<file path="src/wakeup_route_cfg.svh">
// Offsets, field positions and reset values for the wake-up routing block
`ifndef WAKEUP_ROUTE_CFG_SVH
`define WAKEUP_ROUTE_CFG_SVH

// ==========================================================
// Register byte offsets
`define OFS_LINE_SELECT 12'h0B0
`define OFS_ANALOG_ENABLE 12'h0BC
`define OFS_EVENT_STATUS 12'h0C0
`define OFS_EVENT_MASK 12'h0C4

// ==========================================================
// Field layout
`define SEL_WIDTH 3
`define SEL3_LSB 0
`define SEL5_LSB 3
`define SEL6_LSB 6
`define SEL7_LSB 9
`define LINE_SELECT_BITS 12
`define ANALOG_BITS 8
`define CHANNEL_COUNT 4

// ==========================================================
// Port 3 selector codes
`define SEL3_RTC 3'h0
`define SEL3_USB 3'h1

// ==========================================================
// Reset values
`define RST_LINE_SELECT 12'h000
`define RST_ANALOG_ENABLE 8'h00
`define RST_EVENT_MASK 4'h0

`endif

</file>
<file path="src/wakeup_route_pkg.sv">
// Types shared by the wake-up routing block
package wakeup_route_pkg;
  `include "wakeup_route_cfg.svh"

  typedef enum logic [1:0] {
    RESP_OKAY = 2'h0,
    RESP_SLVERR = 2'h2
  } resp_type;

  typedef struct packed {
    logic aw_held;
    logic [11:0] aw_addr;
    logic w_held;
    logic [31:0] w_data;
    logic [3:0] w_strb;
    logic awready;
    logic wready;
    logic bvalid;
    resp_type bresp;
    logic arready;
    logic rvalid;
    logic [31:0] rdata;
    resp_type rresp;
    logic [`LINE_SELECT_BITS-1:0] line_select;
    logic [`ANALOG_BITS-1:0] analog_enable;
    logic [`CHANNEL_COUNT-1:0] event_status;
    logic [`CHANNEL_COUNT-1:0] event_mask;
    logic [`CHANNEL_COUNT-1:0] channel_prev;
    logic irq;
  } state_type;
endpackage : wakeup_route_pkg

</file>
<file path="src/wakeup_route_mux.sv">
// Combinational source selectors for interrupt channels 10 to 13
`timescale 1ns/1ps
`include "wakeup_route_cfg.svh"

module wakeup_route_mux (
  input wire logic [31:0] ext_lines,
  input wire logic rtc_event,
  input wire logic usb_resume_event,
  input wire logic [`LINE_SELECT_BITS-1:0] line_select,
  output logic [`CHANNEL_COUNT-1:0] channel_out
);

  // ==========================================================
  // Ports 5, 6 and 7: line group i, index = 8*i + code
  // No register stage, so a new code steers the line at once
  for (genvar i = 1; i < `CHANNEL_COUNT; i++) begin : g_group
    localparam logic [1:0] GROUP = 2'(i);
    logic [`SEL_WIDTH-1:0] code;
    assign code = line_select[`SEL_WIDTH*i +: `SEL_WIDTH];
    assign channel_out[i] = ext_lines[{GROUP, code}];
  end

  // ==========================================================
  // Port 3: two on-chip events, then lines 2 to 7
  // Bit 0 goes through its own net so that no process shares the output vector
  logic [`SEL_WIDTH-1:0] code3;
  logic ch10;
  assign code3 = line_select[`SEL3_LSB +: `SEL_WIDTH];
  assign channel_out[0] = ch10;

  always_comb begin
    case (code3)
      `SEL3_RTC: ch10 = rtc_event;
      `SEL3_USB: ch10 = usb_resume_event;
      default: ch10 = ext_lines[{2'h0, code3}];
    endcase
  end

endmodule : wakeup_route_mux

</file>
<file path="src/wakeup_source_select_analog_ctrl.sv">
// Wake-up line routing, port 4 analog enables and their AXI4-Lite register slave
// Operation
// - Port 7 code picks lines 24-31, channel 13
// - Port 6 code picks lines 16-23, channel 12
// - Port 5 code picks lines 8-15, channel 11
// - Port 3: RTC, USB resume, lines 2-7
// - Unused upper register bits read as zero
// - Selection fields writable, readable, steer routing
// - Analog bit one puts port 4 pin analog
// - Both registers reset to zero
//
// Chosen here: the AXI4-Lite interface to the registers.
`timescale 1ns/1ps
`include "wakeup_route_cfg.svh"

module wakeup_source_select_analog_ctrl (
  input wire logic aclk,
  input wire logic aresetn,
  input wire logic awvalid,
  output logic awready,
  input wire logic [11:0] awaddr,
  input wire logic [2:0] awprot,
  input wire logic wvalid,
  output logic wready,
  input wire logic [31:0] wdata,
  input wire logic [3:0] wstrb,
  output logic bvalid,
  input wire logic bready,
  output logic [1:0] bresp,
  input wire logic arvalid,
  output logic arready,
  input wire logic [11:0] araddr,
  input wire logic [2:0] arprot,
  output logic rvalid,
  input wire logic rready,
  output logic [31:0] rdata,
  output logic [1:0] rresp,
  input wire logic [31:0] ext_lines,
  input wire logic rtc_event,
  input wire logic usb_resume_event,
  output logic [`CHANNEL_COUNT-1:0] channel_out,
  output logic [`ANALOG_BITS-1:0] port4_pin_analog_bits,
  output logic irq
);

  wakeup_route_pkg::state_type state_reg;
  wakeup_route_pkg::state_type state_next;

  logic wr_fire;
  logic rd_fire;
  logic [`CHANNEL_COUNT-1:0] channel_rise;

  // ==========================================================
  // Routing
  // Channel outputs bypass the state flops on purpose: the interrupt
  // controller must see the pad line itself, not a delayed copy
  wakeup_route_mux u_mux (
    .ext_lines(ext_lines),
    .rtc_event(rtc_event),
    .usb_resume_event(usb_resume_event),
    .line_select(state_reg.line_select),
    .channel_out(channel_out)
  );

  assign channel_rise = channel_out & ~state_reg.channel_prev;
  assign wr_fire = state_reg.aw_held && state_reg.w_held && !state_reg.bvalid;
  assign rd_fire = arvalid && state_reg.arready;

  // ==========================================================
  // Next state
  always_comb begin
    logic [`CHANNEL_COUNT-1:0] clear_bits;
    clear_bits = '0;
    state_next = state_reg;
    state_next.channel_prev = channel_out;

    // Address and data may arrive in either order; each is parked
    if (awvalid && state_reg.awready) begin
      state_next.aw_held = 1'b1;
      state_next.aw_addr = awaddr;
    end
    if (wvalid && state_reg.wready) begin
      state_next.w_held = 1'b1;
      state_next.w_data = wdata;
      state_next.w_strb = wstrb;
    end
    if (state_reg.bvalid && bready) begin
      state_next.bvalid = 1'b0;
    end

    if (wr_fire) begin
      state_next.aw_held = 1'b0;
      state_next.w_held = 1'b0;
      state_next.bvalid = 1'b1;
      state_next.bresp = wakeup_route_pkg::RESP_OKAY;
      case (state_reg.aw_addr)
        `OFS_LINE_SELECT: begin
          if (state_reg.w_strb[0]) begin
            state_next.line_select[7:0] = state_reg.w_data[7:0];
          end
          if (state_reg.w_strb[1]) begin
            state_next.line_select[11:8] = state_reg.w_data[11:8];
          end
        end
        `OFS_ANALOG_ENABLE: begin
          if (state_reg.w_strb[0]) begin
            state_next.analog_enable = state_reg.w_data[7:0];
          end
        end
        `OFS_EVENT_STATUS: begin
          if (state_reg.w_strb[0]) begin
            clear_bits = state_reg.w_data[`CHANNEL_COUNT-1:0];
          end
        end
        `OFS_EVENT_MASK: begin
          if (state_reg.w_strb[0]) begin
            state_next.event_mask = state_reg.w_data[`CHANNEL_COUNT-1:0];
          end
        end
        default: begin
          state_next.bresp = wakeup_route_pkg::RESP_SLVERR;
        end
      endcase
    end

    // A rising edge in the same cycle as its clear keeps the bit set
    state_next.event_status = (state_reg.event_status & ~clear_bits) | channel_rise;

    if (state_reg.rvalid && rready) begin
      state_next.rvalid = 1'b0;
    end
    if (rd_fire) begin
      state_next.rvalid = 1'b1;
      state_next.rresp = wakeup_route_pkg::RESP_OKAY;
      state_next.rdata = '0;
      case (araddr)
        `OFS_LINE_SELECT: state_next.rdata[`LINE_SELECT_BITS-1:0] = state_reg.line_select;
        `OFS_ANALOG_ENABLE: state_next.rdata[`ANALOG_BITS-1:0] = state_reg.analog_enable;
        `OFS_EVENT_STATUS: state_next.rdata[`CHANNEL_COUNT-1:0] = state_reg.event_status;
        `OFS_EVENT_MASK: state_next.rdata[`CHANNEL_COUNT-1:0] = state_reg.event_mask;
        default: state_next.rresp = wakeup_route_pkg::RESP_SLVERR;
      endcase
    end

    // Only one write and one read in flight; ready drops until the answer is taken
    state_next.awready = !state_next.aw_held && !state_next.bvalid;
    state_next.wready = !state_next.w_held && !state_next.bvalid;
    state_next.arready = !state_next.rvalid;
    state_next.irq = |(state_next.event_status & state_next.event_mask);
  end

  // ==========================================================
  // State register
  always_ff @(posedge aclk) begin
    if (!aresetn) begin
      state_reg <= '0;
    end else begin
      state_reg <= state_next;
    end
  end

  // ==========================================================
  // Outputs
  // Software must clear the pin's input-connect and output-control bits
  // before raising an analog bit; this block does not interlock them
  assign port4_pin_analog_bits = state_reg.analog_enable;
  assign awready = state_reg.awready;
  assign wready = state_reg.wready;
  assign bvalid = state_reg.bvalid;
  assign bresp = state_reg.bresp;
  assign arready = state_reg.arready;
  assign rvalid = state_reg.rvalid;
  assign rdata = state_reg.rdata;
  assign rresp = state_reg.rresp;
  assign irq = state_reg.irq;
endmodule : wakeup_source_select_analog_ctrl

</file>
<file path="config.mk">
export PLATFORM = sky130hd
export DESIGN_NAME = wakeup_source_select_analog_ctrl
export DESIGN_NICKNAME = d
export VERILOG_FILES = /design/src/wakeup_route_pkg.sv /design/src/wakeup_route_mux.sv /design/src/wakeup_source_select_analog_ctrl.sv
export VERILOG_INCLUDE_DIRS = /design/src
export SDC_FILE = /design/constraint.sdc
export NUM_CORES = 1
export LEC_CHECK = 0
export ABC_CLOCK_PERIOD_IN_PS = 2900
export BUFFER_PORTS_ARGS = -buffer_cell sky130_fd_sc_hd__buf_2
export CORE_AREA = 2 2 120 75
export CTS_CLUSTER_SIZE = 16
export DETAILED_ROUTE_END_ITERATION = 6
export DIE_AREA = 0 0 122 77
export MAX_ROUTING_LAYER = met4
export PLACE_DENSITY = 0.74
export SLEW_MARGIN = 30
export SYNTH_ARGS = -nofsm -noshare
export SYNTH_HDL_FRONTEND = slang
export SYNTH_SLANG_ARGS = --single-unit
</file>
<file path="constraint.sdc">
create_clock -name aclk -period 2.9 [get_ports aclk]
set_input_delay 0.435 -clock aclk [delete_from_list [all_inputs] [get_ports aclk]]
set_output_delay 0.435 -clock aclk [all_outputs]
set_load 0.01 [all_outputs]
</file>
==> reports/qor.txt, run 1 <==
Status - complete, no violations
Seq pwr share - 46.6%
RR Endpoint - port4_pin_analog_bits[2]
Vias - 3,297
Via/cell ratio - 5.128
Worst Setup End Kind - flop
CP Launch Type - flop
Dpl hpwl - 7.061 mm
CP max stage cell - or3_1
Placed instance area - 0.004184 mm2
RSZ-0062 raised after global routing - false
Syn Area/Cell - 8.495 um2
Largest net degree at the start of global routing - 70
Sequential Area - 0.001602 mm2
TritonRoute pass-1 iters - 5
Synth Register Bits - 80
I/O Buffers - 108
Die Y-Extent - 77 um
Ant diodes - 0
I/O pin cnt - 161
Net count, final - 633
Total of max-cap violations - 0
Most frequent cell on the critical path - or4_4
Worst R2R Setup Slack - 0.47 ns
Post-route ant nets - 0
Clock Power Share - 44.7%
Max-slew headroom - 56.88%
H-Tree Depth - 3
Number of gates resized after cts - 0
Placeable Area - 0.008295 mm2
Worst-path clk slew - 0.06 ns
Fillers - 772
Post-Syn Area - 0.003831 mm2
Cell-internal power - 1.918 mW
Combinational power share - 8.6%
Worst Setup EP - port4_pin_analog_bits[2]
Multi-input gate area - 0.001799 mm2
Critical Path RT - 3.12 ns
Total clock sinks - 80
DRC violations left - 0
Setup Skew - 0.007553 ns
R2R Path Start - state_reg[121]
EDFF count, synth - 0
Critical path, cell by cell - or4_4 -> or4_4 -> or3_1 -> mux2i_1 -> nor2_1
Post-synthesis cell count - 451
Vias in the first global route - 3,046
Critical path origin - state_reg[121]
Most frequent cells in the layout - buf_2, dfxtp_1, nand2_1
Fin crit share - 83.78%
Die area - 0.009394 mm2
Setup tns final - 0 ns
Fin. max-slew vios - 0
Worst Reg-to-Reg Cells - 5
Switch share - 23.34%
# Post-CTS Setup Buffers - 0
Area Overhead vs Synth - 17.02%
Final Hold Fails - 0
Slowest Stage Delay on Critical Path - 0.58 ns
Leakage power - 1.847 nW
Achievable clock frequency - 411.6 MHz
Wire length per cell - 14.36 um
Worst-Skew Late Latency - 0.34 ns
Period minus WS final - 2.430 ns
Core Rows - 26
Initial Util - 46.18%
Post-route cell area - 0.004483 mm2
CTS Hold Bufs - 0
Worst hold path type - primary input to flop
Final setup violation count - 0
Top_reg_cell synth - dfxtp_1
Critical path class - flop to flop
Max reg flops - 52
Initial antenna violation count - 0
GPL Wtd Cong - 0.8815
Fraction of registers with async set/reset - 0%
Most common cell after layout, fill and taps aside - buf_2
Worst VDD drop - 0.2788 mV
Grt ovf - 0
CTS tree - done
Drt total wl - 9.234 mm
Clk buf depth - 2
Die Width - 122 um
YS warnings - 0
Register area share after synthesis - 41.80%
Worst-margin pin slew - 0.6465 ns
Sw Pwr - 584.0 uW
First-pass GRT wire length - 14.76 mm
P per Cell Area - 558.1 mW/mm2
Worst-path fanout max - 8
CTS root buf - clkbuf_16
Critical Path AT - 2.65 ns
Fraction of layout cells with a size suffix above 1 - 26.93%
Tot GR Track Use - 20.54%
Initial drt markers - 168
CTS Buf Count - 9
Synth unique cells - 47
[per-stage QoR]
stage	util [%]	std cells	total power [mW]	hold slack [ns]	worst slack, ns
after floorplan	-	472	1.339	0.4322	0.7509
after global placement	50.44	627	1.395	0.4411	0.5367
after detailed placement	50.44	627	1.404	0.4432	0.4909
after CTS	54.04	643	2.513	0.3298	0.4755
after global routing	54.04	643	2.594	0.3388	0.3901
final	54.04	643	2.502	0.3339	0.4703
[cell usage after synthesis, drive strengths merged, types with 2 or more instances]
library cell | n | area share (%)
a21oi | 45 | 5.9
nand2b | 3 | 0.49
or4 | 5 | 1.3
and2 | 5 | 0.82
nor4 | 4 | 0.98
a221oi | 4 | 0.91
clkbuf | 18 | 1.8
nand3 | 8 | 1.0
inv | 16 | 1.6
a22oi | 9 | 1.8
or2 | 6 | 0.98
nor2b | 2 | 0.33
nor2 | 36 | 3.5
buf | 51 | 10
nand4b | 3 | 0.69
and3 | 2 | 0.33
nand3b | 2 | 0.39
nor3 | 16 | 2.1
o21ai | 13 | 1.7
nand2 | 70 | 6.9
mux4 | 5 | 2.9
dfxtp | 80 | 42
mux2i | 29 | 7.6
a211o | 4 | 0.91
[cell type report]
type	count	area share [%]
tap	112	3.126
inverter	16	1.340
clock buffer	11	5.414
multi-input combinational	307	40.13
timing repair buffer	112	13.01
clock inverter	5	1.256
sequential	80	35.72
[kinds of logic after synthesis]
family                 synth area share [%]
buffers and inverters                 13.29
other                               0.09788
DFF                                   41.80
AOI/OAI and AO/OA                     12.80
and+or+nand+nor                       21.20
muxes                                 10.81
[layer usage]
| metal | share of wire (%) | up-vias | track usage [%] | wire length [um] |
|---|---|---|---|---|
| met5 | 0 | - | - | 0 |
| met4 | 0.97 | 0 | 6.207 | 90 |
| met3 | 9.3 | 8 | 5.506 | 861 |
| met2 | 42 | 154 | 28.88 | 3877 |
| met1 | 48 | 1506 | 28.74 | 4405 |
| li1 | - | 1629 | - | - |
[worst min path at each step]
stage / from / to / slack, ns / cells after the start
2_1_floorplan: rdata[0] / rdata[0] / 0.43 / 2
3_3_place_gp: state_reg[75] / state_reg[75] / 0.44 / 2
3_5_place_dp: rdata[0] / rdata[0] / 0.44 / 2
4_1_cts: awaddr[0] / state_reg[111] / 0.33 / 3
5_1_grt: awaddr[2] / state_reg[113] / 0.34 / 3
6_report: awaddr[0] / state_reg[111] / 0.33 / 3
[critical path: cells and delay by family, from the launching register on]
kind,cells,cell delay [ns]
and+or+nand+nor,4,1.75
DFF,1,0.31
muxes,1,0.26
[power groups by stage]
| stage | sequential (mW) | clock (mW) | combinational [mW] |
|---|---|---|---|
| 3_3_place_gp | 1.19 | 0 | 0.208 |
| 5_1_grt | 1.17 | 1.18 | 0.240 |
| 6_report | 1.17 | 1.12 | 0.216 |
| 2_1_floorplan | 1.18 | 0 | 0.157 |
| 4_1_cts | 1.17 | 1.13 | 0.216 |
| 3_5_place_dp | 1.19 | 0 | 0.215 |
Note: power is estimated with default switching activity, not from simulation.
==> run 2: changes to the inputs <==
--- a/config.mk
+++ b/config.mk
@@ -6,14 +6,15 @@
 export SDC_FILE = /design/constraint.sdc
 export NUM_CORES = 1
 export LEC_CHECK = 0
-export ABC_CLOCK_PERIOD_IN_PS = 2900
+export ABC_AREA = 1
+export ABC_CLOCK_PERIOD_IN_PS = 2200
 export BUFFER_PORTS_ARGS = -buffer_cell sky130_fd_sc_hd__buf_2
-export CORE_AREA = 2 2 120 75
+export CORE_AREA = 2 2 128 80
 export CTS_CLUSTER_SIZE = 16
 export DETAILED_ROUTE_END_ITERATION = 6
-export DIE_AREA = 0 0 122 77
+export DIE_AREA = 0 0 130 82
 export MAX_ROUTING_LAYER = met4
-export PLACE_DENSITY = 0.74
+export PLACE_DENSITY = 0.72
 export SLEW_MARGIN = 30
 export SYNTH_ARGS = -nofsm -noshare
 export SYNTH_HDL_FRONTEND = slang
==> constraint.sdc (replaced) <==
create_clock -name aclk -period 2.2 [get_ports aclk]
set_input_delay 0.33 -clock aclk [delete_from_list [all_inputs] [get_ports aclk]]
set_output_delay 0.33 -clock aclk [all_outputs]
set_load 0.01 [all_outputs]
==> reports/qor.txt, run 2 <==
Final setup violation count - 0
Post-route ant nets - 0
Via/cell ratio - 4.670
Total of max-cap violations - 0
Final Hold Fails - 0
Die area - 0.01066 mm2
Critical Path AT - 1.52 ns
Top_reg_cell synth - dfxtp_1
Syn Area/Cell - 6.940 um2
Setup tns final - 0 ns
First-pass GRT wire length - 15.65 mm
Combinational power share - 11.3%
Wire length per cell - 12.20 um
Worst VDD drop - 0.3736 mV
Critical path class - flop to primary output
Placed cell count - 796
Most numerous cell in the Yosys netlist - nand2_1
Setup Skew - 0.008278 ns
Synth area leader - dfxtp_1
Most frequent cells in the layout - nand2_1, buf_2, inv_1, dfxtp_1, nor2_1
Register area share after synthesis - 38.92%
TritonRoute pass-1 iters - 5
Die Y-Extent - 82 um
CP Launch Type - flop
Net count, final - 779
Period minus WS final - 1.853 ns
I/O Buffers - 108
Worst hold path type - primary input to flop
Synth unique cells - 29
Number of gates resized after cts - 0
Worst-margin pin slew - 0.6584 ns
YS warnings - 0
Core Rows - 28
Tot GR Track Use - 19.31%
Post-synth top cells - nand2_1, dfxtp_1, inv_1
Die Width - 130 um
Post-Syn Area - 0.004115 mm2
Final core utilization - 50.00%
CTS tree - done
Initial Util - 43.03%
GPL Wtd Cong - 0.8533
Leakage power - 2.434 nW
Post-route cell area - 0.004782 mm2
Top cell type's share of synthesized area - 38.92%
Grt ovf - 0
RSZ-0062 raised after global routing - false
I/O pin cnt - 161
Synth Register Bits - 80
CTS Hold Bufs - 0
Total clock sinks - 80
Cell-internal power - 2.484 mW
Fin. max-slew vios - 0
Vias in the first global route - 3,400
Synth area leaders - dfxtp_1, nand2_1, buf_4, inv_1, nor2_1
Vias - 3,792
Fin crit share - 84.21%
Sw Pwr - 860.7 uW
Fraction of layout cells with a size suffix above 1 - 22.01%
CTS root buf - clkbuf_16
Placeable Area - 0.009564 mm2
Post-synthesis cell count - 593
# Post-CTS Setup Buffers - 0
P per Cell Area - 699.3 mW/mm2
Switch share - 25.74%
Dpl hpwl - 7.536 mm
Worst-Skew Late Latency - 0.34 ns
Critical Path RT - 1.87 ns
Max-slew headroom - 56.06%
Clock Power Share - 42.1%
Drt total wl - 9.908 mm
Ant diodes - 0
Max reg flops - 52
Initial antenna violation count - 0
Fraction of registers with async set/reset - 0%
Placed instance area - 0.004497 mm2
Seq pwr share - 46.6%
Clk buf depth - 2
Status - complete, no violations
Worst-path fanout max - 6
Worst-path clk slew - 0.06 ns
Fin cells - 812
Most common cell after layout, fill and taps aside - nand2_1
CTS Buf Count - 9
PnR Total Power - 3.344 mW
Worst Setup End Kind - primary output
Largest net degree at the start of global routing - 32
Initial drt markers - 220
EDFF count, synth - 0
Area Overhead vs Synth - 16.21%
H-Tree Depth - 3
Fillers - 959
DRC violations left - 0
Achievable clock frequency - 539.8 MHz
## run 2: final timing paths
path,startpoint,to,slack (ns),cells past startpoint
min,awaddr[4],state_reg[115],0.24,3
max reg2reg,state_reg[111],irq,0.60,10
max,state_reg[24],channel_out[1],0.35,6
min reg2reg,port4_pin_analog_bits[1],port4_pin_analog_bits[1],0.47,2
## run 2: cell families after synthesis
| group | Yosys count | share of synthesized area, % |
|---|---|---|
| AOI/OAI and AO/OA | 102 | 13.59 |
| buffers and inverters | 147 | 17.91 |
| DFF | 80 | 38.92 |
| other | 1 | 0.09113 |
| and+or+nand+nor | 263 | 29.49 |
## run 2: stage by stage
step	setup slack, ns	hold WS, ns
after floorplan	0.8659	0.4373
after global placement	0.6297	0.4536
after detailed placement	0.5814	0.4589
after CTS	0.3370	0.2311
after global routing	0.2004	0.2465
final	0.3473	0.2352
## run 2: routing by layer
metal	GRT usage (%)	routed length [um]
met4	3.763	58
met3	5.928	615
met5	-	0
met1	25.35	4963
met2	29.69	4270
## run 2: power groups by stage
stage,sequential (mW),clock (mW),combinational [mW]
detailed placement,1.59,0,0.375
global placement,1.59,0,0.361
floorplan,1.58,0,0.285
global route,1.56,1.50,0.427
CTS,1.56,1.43,0.377
finish,1.56,1.41,0.377
## run 2: cell type report
type                    instances  area, um2  share of cell area (%)
clock inverters                 4      28.78                  0.6018
clock buffers                  12      256.5                   5.364
flip-flops and latches         80       1602                   33.49
inverters                      84      315.3                   6.593
repair buffers                110      555.5                   11.62
well taps                     135      168.9                   3.532
multi-input cells             387       1856                   38.80
## run 2: worst max-delay path, stage by stage, from the launching register on
cell     delay (ns)
dfxtp_1        0.45
inv_1          0.16
o21ai_0        0.20
nand3_1        0.11
nand2_1        0.10
inv_1          0.04
buf_2          0.13
==> run 3: changes to the inputs <==
--- a/config.mk
+++ b/config.mk
@@ -6,15 +6,15 @@
 export SDC_FILE = /design/constraint.sdc
 export NUM_CORES = 1
 export LEC_CHECK = 0
-export ABC_AREA = 1
-export ABC_CLOCK_PERIOD_IN_PS = 2200
+export ABC_AREA = 0
+export ABC_CLOCK_PERIOD_IN_PS = 1600
 export BUFFER_PORTS_ARGS = -buffer_cell sky130_fd_sc_hd__buf_2
-export CORE_AREA = 2 2 128 80
+export CORE_AREA = 2 2 125 79
 export CTS_CLUSTER_SIZE = 16
 export DETAILED_ROUTE_END_ITERATION = 6
-export DIE_AREA = 0 0 130 82
+export DIE_AREA = 0 0 127 81
 export MAX_ROUTING_LAYER = met4
-export PLACE_DENSITY = 0.72
+export PLACE_DENSITY = 0.7
 export SLEW_MARGIN = 30
 export SYNTH_ARGS = -nofsm -noshare
 export SYNTH_HDL_FRONTEND = slang
==> constraint.sdc (replaced) <==
create_clock -name aclk -period 1.6 [get_ports aclk]
set_input_delay 0.24 -clock aclk [delete_from_list [all_inputs] [get_ports aclk]]
set_output_delay 0.24 -clock aclk [all_outputs]
set_load 0.01 [all_outputs]
==> reports/qor.txt, run 3 (same netlist as run 1, synthesis figures left out) <==
CTS tree - done
PnR Total Power - 4.546 mW
GPL Wtd Cong - 0.9504
Fraction of layout cells with a size suffix above 1 - 42.08%
Total of max-cap violations - 0
DRC violations left - 0
Vias - 3,507
Critical path origin - state_reg[121]
RR Endpoint - irq
Worst-margin pin slew - 0.5629 ns
Die Y-Extent - 81 um
CTS root buf - clkbuf_16
Worst VDD drop - 0.5394 mV
Most frequent cells in the layout - buf_2, dfxtp_1, nand2_1
First-pass GRT wire length - 16.77 mm
Drt total wl - 10.34 mm
Placeable Area - 0.009319 mm2
Total clock sinks - 80
TritonRoute pass-1 iters - 4
P per Cell Area - 874.9 mW/mm2
Die Width - 127 um
Post-route cell area - 0.005196 mm2
Setup Skew - 0.01005 ns
Clk buf depth - 2
Most common cell after layout, fill and taps aside - buf_2
Initial drt markers - 175
Initial antenna violation count - 0
Via/cell ratio - 4.960
Final setup violation count - 34
Wire length per cell - 14.62 um
I/O pin cnt - 161
Dpl hpwl - 7.953 mm
Worst R2R Setup Slack - -0.63 ns
CTS Buf Count - 9
Final Hold Fails - 0
Fin cells - 707
Grt ovf - 0
Leakage power - 2.177 nW
Ant diodes - 0
Worst Setup EP - irq
Worst Setup End Kind - flop
CTS Hold Bufs - 0
Post-route ant nets - 0
RSZ-0062 raised after global routing - true
Critical Path AT - 2.45 ns
H-Tree Depth - 3
Area Overhead vs Synth - 35.63%
Dpl ws - -0.6030 ns
Worst-path clk slew - 0.07 ns
Max reg flops - 52
Final core utilization - 55.76%
Achievable clock frequency - 448.1 MHz
Setup tns final - -13.22 ns
Core Rows - 28
Fin. max-slew vios - 0
Status - complete, but fails checks
Worst-path fanout max - 5
R2R Path Start - state_reg[121]
Die area - 0.01029 mm2
Worst-Skew Late Latency - 0.34 ns
Worst Reg-to-Reg Cells - 5
Max-slew headroom - 62.47%
Net count, final - 689
Worst hold path type - primary input to flop
Initial Util - 41.11%
CP Launch Type - flop
I/O Buffers - 108
Violated checks - setup timing
Vias in the first global route - 3,399
Period minus WS final - 2.231 ns
Final WS setup - -0.6314 ns
Fin crit share - 139.5%
Placed cell count - 685
Largest net degree at the start of global routing - 31
Placed instance area - 0.004641 mm2
Critical path class - flop to flop
Hold_ws - 0.1273 ns
Critical Path RT - 1.82 ns
Tot GR Track Use - 21.47%
==> run 3: cell count changes in the layout (fill, tap and decap cells not counted), moves of 25 or more <==
cell	delta
buf_4	+45
nor2_1	-43
o21ai_0	-29
mux2i_1	+25
nand3_1	-27
nand2_1	-50
inv_1	-68
==> run 3: where the power goes <==
part	internal (mW)	switching [mW]	leakage (nW)
sequential	2.05	0.0398	0.656
combinational	0.275	0.294	1.39
clock	1.06	0.828	0.133
==> run 3: worst min-delay path by stage <==
stage	cells past startpoint	to	slack [ns]	from
floorplan	2	state_reg[113]	0.37	awaddr[2]
global placement	2	state_reg[75]	0.44	state_reg[75]
detailed placement	2	rdata[1]	0.45	rdata[1]
CTS	3	state_reg[111]	0.12	awaddr[0]
global route	3	state_reg[79]	0.14	wdata[1]
finish	3	state_reg[111]	0.13	awaddr[0]
==> run 3: timing repair <==
| item | 4_1_cts | 5_1_grt |
|---|---|---|
| resized for setup | 47 | 20 |
| pin swaps | 12 | 7 |
| cloned | 0 | 0 |
| buffers inserted | 6 | 3 |
| endpoints found under the setup margin | 33 | 39 |
| endpoints found under the hold margin | 0 | 0 |
==> run 3: final cells by class <==
class	instances	area [um2]
inverter	16	62.56
timing repair buffer	168	1067
sequential	80	1618
tap	120	150.1
fill	882	4123
multi-input combinational	307	2026
clock buffer	10	229.0
clock inverter	6	43.79
==> run 3: per-layer routing <==
metal,track usage (%),vias to the layer above,routed length [um]
li1,-,1752,-
met1,29.01,1643,4993
met2,32.85,104,4666
met3,4.611,8,579
met4,5.934,0,97
met5,-,-,0
==> run 3: worst max-delay path: stages (launching register included) <==
cell and delay (ns):
dfxtp_2 0.32, or4_4 0.56, or4_4 0.49, o21ai_2 0.19
a22oi_1 0.12, o41a_1 0.42
